`config.mk`:
```
export PLATFORM = sky130hd
export DESIGN_NAME = smrf_master
export DESIGN_NICKNAME = d
export VERILOG_FILES = /design/src/design/smrf_pkg.sv /design/src/design/smrf_master.sv
export SDC_FILE = /design/constraint.sdc
export NUM_CORES = 1
export LEC_CHECK = 0
export ABC_AREA = 1
export BUFFER_PORTS_ARGS = -buffer_cell sky130_fd_sc_hd__buf_2
export CAP_MARGIN = 25
export CORE_MARGIN = 2
export CORE_UTILIZATION = 25
export CTS_CLUSTER_DIAMETER = 100
export DETAILED_ROUTE_END_ITERATION = 16
export SYNTH_ARGS = -nofsm -noshare
export SYNTH_HDL_FRONTEND = slang
export SYNTH_SLANG_ARGS = --single-unit
```
`constraint.sdc`:
```
create_clock -name hclk -period 6.6 [get_ports hclk]
set_clock_uncertainty 0.05 [all_clocks]
set_input_delay 0.33 -clock hclk [delete_from_list [all_inputs] [get_ports hclk]]
set_output_delay 0.33 -clock hclk [all_outputs]
set_load 0.02 [all_outputs]
```
`src/design/smrf_pkg.sv`:
```
package smrf_pkg;
  // ==========================================================
  // bus word and register map
  typedef logic [31:0] smrf_word_t;
  localparam logic [11:0] OFS_EVENT  = 12'h108; // sticky ready event
  localparam logic [11:0] OFS_MASK   = 12'h304; // interrupt mask
  localparam logic [11:0] OFS_ENABLE = 12'h500;
  localparam logic [11:0] OFS_RX_BYTE = 12'h518;
  localparam logic [11:0] OFS_TX_BYTE = 12'h51c;
  localparam logic [11:0] OFS_FREQ   = 12'h524;
  localparam logic [11:0] OFS_CFG    = 12'h554;
  // ==========================================================
  // reset values and fields
  localparam smrf_word_t RST_FREQ = 32'h04000000;
  localparam smrf_word_t RST_CFG  = 32'h00000000;
  localparam int CFG_ORDER = 0;    // 0 high_bit_leads, 1 low_bit_leads
  localparam int CFG_PHASE    = 1; // clock_phase
  localparam int CFG_POLARITY = 2; // clock_polarity
  localparam int FREQ_LSB  = 25;   // rate_125k one-hot position
  localparam int FREQ_MSB  = 31;   // rate_8m one-hot position
  // ==========================================================
  // timing
  localparam int CLK_HZ       = 20_000_000; // fast_system_clock
  localparam int RATE_125K    = 125_000;    // bits per second
  localparam int HALF_125K    = CLK_HZ / (2 * RATE_125K);
  localparam int START_NS     = 1000;       // write to shifting
  localparam int START_CYC    = START_NS / (1_000_000_000 / CLK_HZ);
  localparam int BITS         = 8;
  localparam int EDGES        = 2 * BITS;
  typedef enum logic {SMRF_IDLE, SMRF_SHIFT} smrf_state_t;
endpackage : smrf_pkg

```
`src/design/smrf_master.sv`:
```
`timescale 1ns/1ps
`default_nettype none
// Overview of operation
// - a one-hot rate code from 125 kbps at bit 25 doubling per bit to 2 Mbps at bit 29, then 5 and 10 Mbps at bits 30 and 31, sets sck.
// - the half period is a whole number of system clocks, so bits 30 and 31 run faster than their doubled rates.
// - order 0 shifts each byte out high bit first, order 1 low bit first.
// - with phase 0 data in is sampled on the leading edge and data out changes on the trailing.
// - with phase 1 data in is sampled on the trailing edge and data out changes on the leading.
// - polarity 0 idles the clock low, polarity 1 idles it high.
// - a byte written to transmit while idle starts shifting within about one microsecond; one written mid-byte waits for that byte to end.
// - the ready event rises once the byte is sent and the received byte sits in receive.
// - the master only works while its enable bit is 1.
module smrf_master
  import smrf_pkg::*;
(
  input  wire logic               hclk,      // system clock
  input  wire logic               hresetn,   // async reset
  input  wire logic               hsel,      // slave select
  input  wire smrf_pkg::smrf_word_t haddr,   // byte address
  input  wire logic [1:0]         htrans,    // transfer type
  input  wire logic               hwrite,    // write access
  input  wire logic [2:0]         hsize,     // word only
  input  wire smrf_pkg::smrf_word_t hwdata,  // write data
  input  wire logic               hready,    // bus ready
  output logic                    hreadyout, // slave ready
  output logic                    hresp,     // always okay
  output smrf_pkg::smrf_word_t    hrdata,    // read data
  output logic                    sck,       // serial clock
  output logic                    mosi,      // data out
  input  wire logic               miso,      // data in
  output logic                    irq        // level interrupt
);
  import smrf_pkg::*;

  localparam int LAT_MAX = START_CYC;

  // ==========================================================
  // rate decode
  // unknown codes fall back to the slowest rate
  function automatic logic [7:0] half_of(input smrf_word_t f);
    logic [7:0] h;
    h = 8'(HALF_125K);
    for (int i = FREQ_LSB; i <= FREQ_MSB; i++) begin
      if (f == (smrf_word_t'(1) << i)) begin
        h = 8'(HALF_125K >> (i - FREQ_LSB));
      end
    end
    if (h == 8'h00) begin
      h = 8'h01;
    end
    return h;
  endfunction : half_of

  // ==========================================================
  // state
  logic        ph_wr, ph_rd, next_ph_wr, next_ph_rd;
  logic [11:0] ph_addr, next_ph_addr;
  smrf_word_t  next_hrdata;
  logic        en, next_en, mask, next_mask, evt, next_evt;
  logic [7:0]  tx_byte, next_tx_byte, rx_byte, next_rx_byte;
  logic        pend, next_pend;
  smrf_word_t  freq, next_freq;
  logic [2:0]  cfg, next_cfg;
  smrf_state_t st, next_st;
  logic [7:0]  tx_sh, next_tx_sh, rx_sh, next_rx_sh;
  logic [7:0]  div, next_div;
  logic [3:0]  edges, next_edges;
  logic        act, next_act, next_sck, next_mosi, next_irq;
  logic        miso_m, miso_s;
  logic        done;
  logic [7:0]  half;
  logic        busy, wr_tx;

  assign half = half_of(freq);
  assign busy = (st == SMRF_SHIFT);
  assign wr_tx = ph_wr && (ph_addr == OFS_TX_BYTE);

  // ==========================================================
  // bus slave: writes zero wait, reads one wait state
  assign hreadyout = !ph_rd;
  assign hresp     = 1'b0;

  always_comb begin
    next_ph_wr   = 1'b0;
    next_ph_rd   = 1'b0;
    next_ph_addr = ph_addr;
    next_hrdata  = hrdata;
    if (hsel && hready && htrans[1]) begin
      next_ph_wr   = hwrite;
      next_ph_rd   = !hwrite;
      next_ph_addr = {haddr[11:2], 2'b00};
    end
    // read data taken late so a write just before is seen
    if (ph_rd) begin
      if (ph_addr == OFS_EVENT) begin
        next_hrdata = {31'h0, evt};
      end else if (ph_addr == OFS_MASK) begin
        next_hrdata = {31'h0, mask};
      end else if (ph_addr == OFS_ENABLE) begin
        next_hrdata = {31'h0, en};
      end else if (ph_addr == OFS_RX_BYTE) begin
        next_hrdata = {24'h0, rx_byte};
      end else if (ph_addr == OFS_TX_BYTE) begin
        next_hrdata = {24'h0, tx_byte};
      end else if (ph_addr == OFS_FREQ) begin
        next_hrdata = freq;
      end else if (ph_addr == OFS_CFG) begin
        next_hrdata = {29'h0, cfg};
      end else begin
        next_hrdata = 32'h00000000;
      end
    end
  end

  always_ff @(posedge hclk or negedge hresetn) begin
    if (!hresetn) begin
      ph_wr   <= 1'b0;
      ph_rd   <= 1'b0;
      ph_addr <= 12'h000;
      hrdata  <= 32'h00000000;
    end else begin
      ph_wr   <= next_ph_wr;
      ph_rd   <= next_ph_rd;
      ph_addr <= next_ph_addr;
      hrdata  <= next_hrdata;
    end
  end

  // ==========================================================
  // miso synchroniser, only the second stage is read
  always_ff @(posedge hclk or negedge hresetn) begin
    if (!hresetn) begin
      miso_m <= 1'b0;
      miso_s <= 1'b0;
    end else begin
      miso_m <= miso;
      miso_s <= miso_m;
    end
  end

  // ==========================================================
  // registers and shifter
  always_comb begin
    logic lead, smp;
    lead        = 1'b0;
    smp         = 1'b0;
    done        = 1'b0;
    next_en     = en;
    next_mask   = mask;
    next_evt    = evt;
    next_tx_byte = tx_byte;
    next_rx_byte = rx_byte;
    next_pend   = pend;
    next_freq   = freq;
    next_cfg    = cfg;
    next_st     = st;
    next_tx_sh  = tx_sh;
    next_rx_sh  = rx_sh;
    next_div    = div;
    next_edges  = edges;
    next_act    = act;
    next_mosi   = mosi;
    // software writes
    if (ph_wr) begin
      if (ph_addr == OFS_EVENT) begin
        next_evt = evt && !hwdata[0];          // write one clears
      end else if (ph_addr == OFS_MASK) begin
        next_mask = hwdata[0];
      end else if (ph_addr == OFS_ENABLE) begin
        next_en = hwdata[0];
      end else if (ph_addr == OFS_TX_BYTE) begin
        next_tx_byte = hwdata[7:0];
        next_pend = 1'b1;
      end else if (ph_addr == OFS_FREQ) begin
        next_freq = hwdata;
      end else if (ph_addr == OFS_CFG) begin
        next_cfg = hwdata[2:0];
      end
    end
    case (st)
      SMRF_IDLE: begin
        next_act = 1'b0;
        if (en && pend && !wr_tx) begin
          next_st    = SMRF_SHIFT;
          next_pend  = 1'b0;
          next_tx_sh = tx_byte;
          next_div   = 8'h00;
          next_edges = 4'h0;
          // phase 0 puts the first bit out before the leading edge
          if (!cfg[CFG_PHASE]) begin
            next_mosi  = cfg[CFG_ORDER] ? tx_byte[0] : tx_byte[7];
            next_tx_sh = cfg[CFG_ORDER] ? (tx_byte >> 1) : (tx_byte << 1);
          end
        end
      end
      SMRF_SHIFT: begin
        if (!en) begin
          next_st  = SMRF_IDLE;
          next_act = 1'b0;
        end else if (div == half - 8'h01) begin
          next_div = 8'h00;
          next_act = !act;
          lead     = !edges[0];
          smp      = lead ^ cfg[CFG_PHASE];
          if (smp) begin
            next_rx_sh = cfg[CFG_ORDER] ? {miso_s, rx_sh[7:1]}
                                        : {rx_sh[6:0], miso_s};
          end else if (edges != 4'(EDGES - 1)) begin
            next_mosi  = cfg[CFG_ORDER] ? tx_sh[0] : tx_sh[7];
            next_tx_sh = cfg[CFG_ORDER] ? (tx_sh >> 1) : (tx_sh << 1);
          end
          if (edges == 4'(EDGES - 1)) begin
            done     = 1'b1;
            next_st  = SMRF_IDLE;
            next_rx_byte = next_rx_sh;
          end else begin
            next_edges = edges + 4'h1;
          end
        end else begin
          next_div = div + 8'h01;
        end
      end
      default: next_st = SMRF_IDLE;
    endcase
    // a new event beats a clear in the same cycle
    if (done) begin
      next_evt = 1'b1;
    end
    next_sck = next_cfg[CFG_POLARITY] ^ next_act;
    next_irq = next_evt && next_mask;
  end

  always_ff @(posedge hclk or negedge hresetn) begin
    if (!hresetn) begin
      en    <= 1'b0;
      mask  <= 1'b0;
      evt   <= 1'b0;
      tx_byte <= 8'h00;
      rx_byte <= 8'h00;
      pend  <= 1'b0;
      freq  <= RST_FREQ;
      cfg   <= RST_CFG[2:0];
      st    <= SMRF_IDLE;
      tx_sh <= 8'h00;
      rx_sh <= 8'h00;
      div   <= 8'h00;
      edges <= 4'h0;
      act   <= 1'b0;
      sck   <= RST_CFG[CFG_POLARITY];
      mosi  <= 1'b0;
      irq   <= 1'b0;
    end else begin
      en    <= next_en;
      mask  <= next_mask;
      evt   <= next_evt;
      tx_byte <= next_tx_byte;
      rx_byte <= next_rx_byte;
      pend  <= next_pend;
      freq  <= next_freq;
      cfg   <= next_cfg;
      st    <= next_st;
      tx_sh <= next_tx_sh;
      rx_sh <= next_rx_sh;
      div   <= next_div;
      edges <= next_edges;
      act   <= next_act;
      sck   <= next_sck;
      mosi  <= next_mosi;
      irq   <= next_irq;
    end
  end

  // ==========================================================
  // checks
  a_rate_divider: assert property (@(posedge hclk) disable iff (!hresetn)
    (busy && en && $stable(cfg) && div != half - 8'h01) |=> $stable(sck))
    else $error("sck moved before the divider ran out");

  a_start_latency: assert property (@(posedge hclk) disable iff (!hresetn)
    (wr_tx && en && !busy && !pend) |-> ##[1:LAT_MAX] busy)
    else $error("transfer did not start in time");

  a_idle_level: assert property (@(posedge hclk) disable iff (!hresetn)
    (!busy && !$past(busy) && $stable(cfg)) |-> sck == cfg[CFG_POLARITY])
    else $error("sck not at idle level");

  a_high_first: assert property (@(posedge hclk) disable iff (!hresetn)
    ($rose(busy) && !cfg[CFG_ORDER] && !cfg[CFG_PHASE]) |-> mosi == $past(tx_byte[7]))
    else $error("first bit is not the high bit");

  a_low_first: assert property (@(posedge hclk) disable iff (!hresetn)
    ($rose(busy) && cfg[CFG_ORDER] && !cfg[CFG_PHASE]) |-> mosi == $past(tx_byte[0]))
    else $error("first bit is not the low bit");

  a_lead_sample: assert property (@(posedge hclk) disable iff (!hresetn)
    (busy && !cfg[CFG_PHASE] && $changed(rx_sh)) |-> sck != cfg[CFG_POLARITY])
    else $error("phase 0 sampled off the leading edge");

  a_trail_sample: assert property (@(posedge hclk) disable iff (!hresetn)
    (cfg[CFG_PHASE] && $stable(cfg) && $changed(rx_sh)) |-> sck == cfg[CFG_POLARITY])
    else $error("phase 1 sampled off the trailing edge");

  a_ready_event: assert property (@(posedge hclk) disable iff (!hresetn)
    done |=> evt && rx_byte == $past(next_rx_sh) && !busy)
    else $error("ready event or received byte missing");

  a_enable_gate: assert property (@(posedge hclk) disable iff (!hresetn)
    (!en && !$past(en)) |-> !busy)
    else $error("shifting while disabled");

  a_sixteen_edges: assert property (@(posedge hclk) disable iff (!hresetn)
    done |-> edges == 4'(EDGES - 1) && !next_act)
    else $error("byte ended off sixteen clock edges");

endmodule : smrf_master
`default_nettype wire

```
# Word-level counts from Yosys, hierarchy flattened
# Index checks and enable logic that the tools add are counted.
[word_totals] register_bits=134 inputBits=75 word_cells=159
[op_classes] n_reduce_logical=24 addsub=3 n_mux=77 n_eq_ne=23 n_bitwise=8
[ops] operator="$mux W32" n=6
[ops] operator="$mux W8" n=13
[ops] operator="$eq A10 B9 Y1 const B" n=5
[ops] operator="$mux W7" n=7
[ops] operator="$mux W1" n=33
[ops] operator="$eq A32 B27 Y1 const B" n=1
[ops] operator="$eq A32 B28 Y1 const B" n=1
[ops] operator="$eq A32 B29 Y1 const B" n=1
[ops] operator="$eq A32 B30 Y1 const B" n=1
[ops] operator="$eq A32 B31 Y1 const B" n=1
[ops] operator="$eq A32 B32 Y1 const B" n=1
[ops] operator="$pmux W8 S2" n=2
[ops] operator="$mux W3" n=8
[ops] operator="$mux W4" n=4
[ops] operator="$reduce_and A4 Y1" n=3
[ops] operator="$reduce_and A6 Y1" n=2
[ops] operator="$eq A10 B7 Y1 const B" n=1
[ops] operator="$eq A10 B8 Y1 const B" n=1
[ops] operator="$ne A2 B2 Y1 const B" n=5
[ops] operator="$reduce_and A5 Y1" n=2
[ops] operator="$add A8 B1 Y8 const B" n=1
[ops] operator="$eq A8 B8 Y1" n=1
[ops] operator="$logic_not A8 Y1" n=1
[ops] operator="$pmux W4 S2" n=1
[ops] operator="13 further kinds" n=33

# Longest topological paths before layout
[depth] ltp_word=16 ltp_mapped=22

# Least setup slack after synthesis
# No wires, ideal clock.
[synth_timing] path_type="register to register" startpoint="reg freq[23]" endpoint="reg rx_byte[1]" path_buffers=1 arrival_time_ps=2351 period_less_slack_ps=2527 path_stages_with_launch=21 setup_slack_ps=4073 setup_ps=127 path_cell_list="dfrtp_1 nor2_1 nand2_1 nor2_4 nand2_1 nor2_1 a21oi_1 ha_1 nand3_1 nand2_1 nand2_1 nand2_1 inv_2 nand3_2 nor2_2 nand2_4 nor2_8 nand2_4 buf_6 nand2_1 o21ai_2"
[synth_via] elab_chain_cells=12
[synth_lines] element="start, declared" line="smrf_master.sv:62" text="smrf_word_t freq, next_freq;"
[synth_lines] element="start signal, assigned" line="smrf_master.sv:259" text="freq <= next_freq;"
[synth_lines] element="$eq A32 B27 Y1" line="smrf_master.sv:44" text="if (f == (smrf_word_t'(1) << i)) begin"
[synth_lines] element="$mux W7 (5 in a row)" line="smrf_master.sv:44"
[synth_lines] element="$mux W7 (*)" line="smrf_master.sv:44"
[synth_lines] element="$logic_not A8 Y1" line="smrf_master.sv:48" text="if (h == 8'h00) begin"
[synth_lines] element="$mux W7 (*)" line="smrf_master.sv:48"
[synth_lines] element="$sub A8 B1 Y8 (*)" line="smrf_master.sv:200" text="end else if (div == half - 8'h01) begin"
[synth_lines] element="$eq A8 B8 Y1 (*)" line="smrf_master.sv:200"
[synth_lines] element="$reduce_and A4 Y1 (no line) (*)"
[synth_lines] element="end signal, assigned" line="smrf_master.sv:257" text="rx_byte <= next_rx_byte;"
[synth_lines] element="end, declared" line="smrf_master.sv:60" text="logic [7:0] tx_byte, next_tx_byte, rx_byte, next_rx_byte;"
# Mark *: on every way between the ends. The rest lies on a longest branch, timed or not.
# A chain may end at the register's enable or synchronous reset.

# Worst setup path after layout
[layout_timing] startpoint="reg freq[7]" endpoint="reg irq"
[layout_via] elab_chain_cells=16
[layout_lines] element="$eq A32 B27 Y1" line="smrf_master.sv:44"
[layout_lines] element="$mux W7 (5 in a row)" line="smrf_master.sv:44"
[layout_lines] element="$mux W7 (*)" line="smrf_master.sv:44"
[layout_lines] element="$logic_not A8 Y1" line="smrf_master.sv:48"
[layout_lines] element="$mux W7 (*)" line="smrf_master.sv:48"
[layout_lines] element="$sub A8 B1 Y8 (*)" line="smrf_master.sv:200"
[layout_lines] element="$eq A8 B8 Y1 (*)" line="smrf_master.sv:200"
[layout_lines] element="$mux W1 (*)" line="smrf_master.sv:200"
[layout_lines] element="$mux W1 (*)" line="smrf_master.sv:197" text="if (!en) begin"
[layout_lines] element="$mux W1 (*)" line="smrf_master.sv:180" text="case (st)"
[layout_lines] element="$mux W1 (*)" line="smrf_master.sv:226" text="if (done) begin"
[layout_lines] element="$logic_and A1 B1 Y1 (*)" line="smrf_master.sv:230" text="next_irq = next_evt && next_mask;"
[layout_lines] element="named net next_irq" line="smrf_master.sv:68" text="logic act, next_act, next_sck, next_mosi, next_irq;"
[layout_lines] element="end signal, assigned" line="smrf_master.sv:269" text="irq <= next_irq;"
[layout_lines] element="end, declared" line="smrf_master.sv:31" text="output logic irq"
# Mark *: on every way through the listed nets, which the timed path passes. The rest lies on a longest branch.

==> flow_summary_export.csv <==
group,metric,value,unit
synth,yosysTopAreaCellShare,0.503,
clocking,insertion_delay,0.42,ns
place,gp_congestion,0.824,
sta,finalSetupTns,0,ns
sta,fin_crit_sh,0.497,
critical_path,worstPathRequired,6.84,ns
synth,synth_nets,850,
critical_path,criticalPathCategory,"flip-flop to flip-flop",
global_route,antenna_found_initial,0,
synth,ys_ff_latch,134,
route,firstDrtPassIters,6,
place,place_hpwl,11500,um
sta,max_slew_margin,0.400,
route,final_antenna_net_count,0,
sta,max_freq,305,MHz
finish,layout-area-overhead-vs-synth,22.2,%
clocking,clk_path_buf_depth,2,
sta,layout_setup_ws,3.32,ns
min_path,hold_path_class,"input port to flip-flop",
clocking,cts-root-buf,"clkbuf_16",
synth,yosysMostFrequentCell,"nand2_1",
clocking,cts.hold.buffers_added,2,
synth,synthDistinctLibCells,46,
synth,synth_edf_count,0,
critical_path,cp_max_fo,19,
clocking,cts_tree,"done",
route,drc,0,
route,routed_wl,16200,um
global_route,grt_pass1_vias,5495,
floorplan,die_w,167,um
global_route,grt_max_degree,89,
global_route,grt_overflow_total,0,
synth,netlist.top_cell.by_area,"dfrtp_1",
synth,synth_common_cells,"186 x nand2_1, 133 x dfrtp_1, 78 x inv_1",
route,via_per_inst,4.48,
power_and_ir_drop,ir_drop,0.125,mV
clocking,numClockSinks,134,
floorplan,core,0.0261,mm2
finish,num-nets-final,933,
sta,holdWs,0.0417,ns
critical_path,start_kind,"flip-flop",
route,num_vias,5384,
critical_path,end_kind,"flip-flop",
synth,yosys_warnings,0,
finish,n_antenna_cell,0,
route,drtIter0Drc,367,
power_and_ir_drop,finalPower,2.43,mW
sta,slew_violations,0,
clocking,htreeDepth,4,
clocking,cts_buffers,17,
synth,synthCells,772,
global_route,grt_pass1_wl,26900,um
place,dp_slack,3.38,ns
floorplan,rows,59,
synth,synthesis.area,0.00662,mm2
sta,finalHoldViolations,0,
finish,drive_gt1_frac,0.225,
synth,ys_async_sr_fraction,1.00,
critical_path,arrival,3.52,ns
floorplan,start_util,0.254,
global_route,grt_util_all_layers,0.120,
place,port_buffers,84,
job,drv_cap,0,
route,wire_per_inst,13.4,um
sta,min_period,3.28,ns
outcome,status,"complete, no violations",
sta,setup_viol,0,
floorplan,die_h,167,um
synth,synth_top_flop_cell,"dfrtp_1",
sta,max_slew.worst_pin.slew,0.900,ns
power_and_ir_drop,p_leak,4.01,nW
floorplan,dieArea,0.0278,mm2
floorplan,ios,112,
power_and_ir_drop,p_per_area,300,mW/mm2
clocking,post_cts_buffers,0,
clocking,cts_resized,0,
synth,synth_area_leaders,"dfrtp_1 50%, nand2_1 11%, inv_1 4.4%",
sta,rsz0062_at_grt,"false",
synth,postSynthAreaPerCell,8.57,um2
synth,synth-seq-area-share,0.507,
clocking,clkSlewWorstSetupHoldPaths,0.06,ns
## layer usage
metal / share of wire / vias up / wire [um] / global-route usage
met4: 0.016 / 0 / 257 / 0.0364
li1: - / 2705 / - / -
met2: 0.47 / 99 / 7520 / 0.193
met5: 0 / - / 0 / 0
met3: 0.044 / 15 / 704 / 0.0266
met1: 0.48 / 2565 / 7680 / 0.161
## state kept, by name, indices dropped and copies added, names as in the netlist, 3 cells and up
name / cells
tx_sh: 8
div: 8
tx_byte: 8
cfg: 3
edges: 4
ph_addr: 10
freq: 32
rx_sh: 8
hrdata: 32
rx_byte: 8
## worst max-delay path: stages (launching register included)
cell	delay, ns
dfrtp_1	0.40
nor2_1	0.21
nand2_1	0.09
nor2_2	0.16
nand2_2	0.17
nor2_1	0.16
o21ai_0	0.16
ha_1	0.25
nand3_1	0.14
nand3_1	0.12
nand3_1	0.09
nand3_1	0.09
nor2_2	0.13
nand2_4	0.12
nor2_8	0.25
nand2_4	0.22
a21boi_0	0.34
## cell type report
cell class	instances	area, um2
Clock inverter	8	193
Sequential cell	134	3350
Fill cell	2766	18000
Inverter	82	308
Tap cell	335	419
Timing Repair Buffer	92	492
Clock buffer	23	488
Multi-Input combinational cell	528	2830
## cell usage in the layout, fill, tap and decap left out, types with 2 or more instances in the layout
cell type,n
a21oi_1,24
a21oi_2,3
a221oi_1,5
a31oi_1,3
buf_2,83
buf_4,6
bufinv_16,6
clkbuf_1,2
clkbuf_16,17
clkbuf_8,4
dfrtp_1,133
dlygate4sd3_1,2
ha_1,3
inv_1,78
inv_2,4
mux2_2,26
nand2_1,186
nand2_2,4
nand2_4,3
nand3_1,47
nand3_2,2
nand4_1,6
nor2_1,76
nor2_2,7
nor3_1,9
nor4_1,2
o211ai_1,8
o21a_1,7
o21ai_0,48
o21ai_1,2
o21ai_2,15
o221a_2,5
o221ai_1,2
o22ai_1,4
o31ai_1,10
or2_2,2
xor2_1,7
## metrics by stage
stage	util	cells	cell area, um2
floorplan	-	772	6620
global placement	0.283	1169	7390
detailed placement	0.283	1169	7390
CTS	0.310	1202	8090
global route	0.310	1202	8090
finish	0.310	1202	8090
## where the power goes
| part | total (mW) | internal (mW) | switching [mW] |
|---|---|---|---|
| clock network | 1.10 | 0.747 | 0.353 |
| logic | 0.353 | 0.145 | 0.208 |
| registers | 0.974 | 0.909 | 0.0652 |
## path summary, 6_finish.rpt
kind                       cells past startpoint                      to           startpoint  slack (ns)
setup / recovery                              16           irq$_DFF_PN0_  freq[7]$_DFFE_PN0P_        3.32
hold / removal                                 2         ph_rd$_DFF_PN0_               hwrite        0.04
setup reg to reg                              16           irq$_DFF_PN0_  freq[7]$_DFFE_PN0P_        3.32
hold reg to reg                                0        miso_s$_DFF_PN0_     miso_m$_DFF_PN0_        0.31
max in group asynchronous                      3  ph_addr[9]$_DFFE_PN0P_              hresetn        4.87
min in group asynchronous                      2          busy$_DFF_PN0_              hresetn        0.52
## logic make-up (layout without fill, tap and decap cells)
| family | count (synthesis) | count (layout) | share of synthesized area |
|---|---|---|---|
| and+or+nand+nor | 349 | 349 | 0.227 |
| other | 1 | 1 | 0.000567 |
| AOI/OAI and AO/OA | 141 | 141 | 0.139 |
| xor gates and xnor gates | 8 | 8 | 0.0106 |
| buffers and inverters | 110 | 205 | 0.0658 |
| adders and majority gates | 3 | 3 | 0.00567 |
| muxes | 26 | 26 | 0.0442 |
| DFF | 134 | 134 | 0.507 |
No activity file was read; power rests on OpenSTA's default activity.
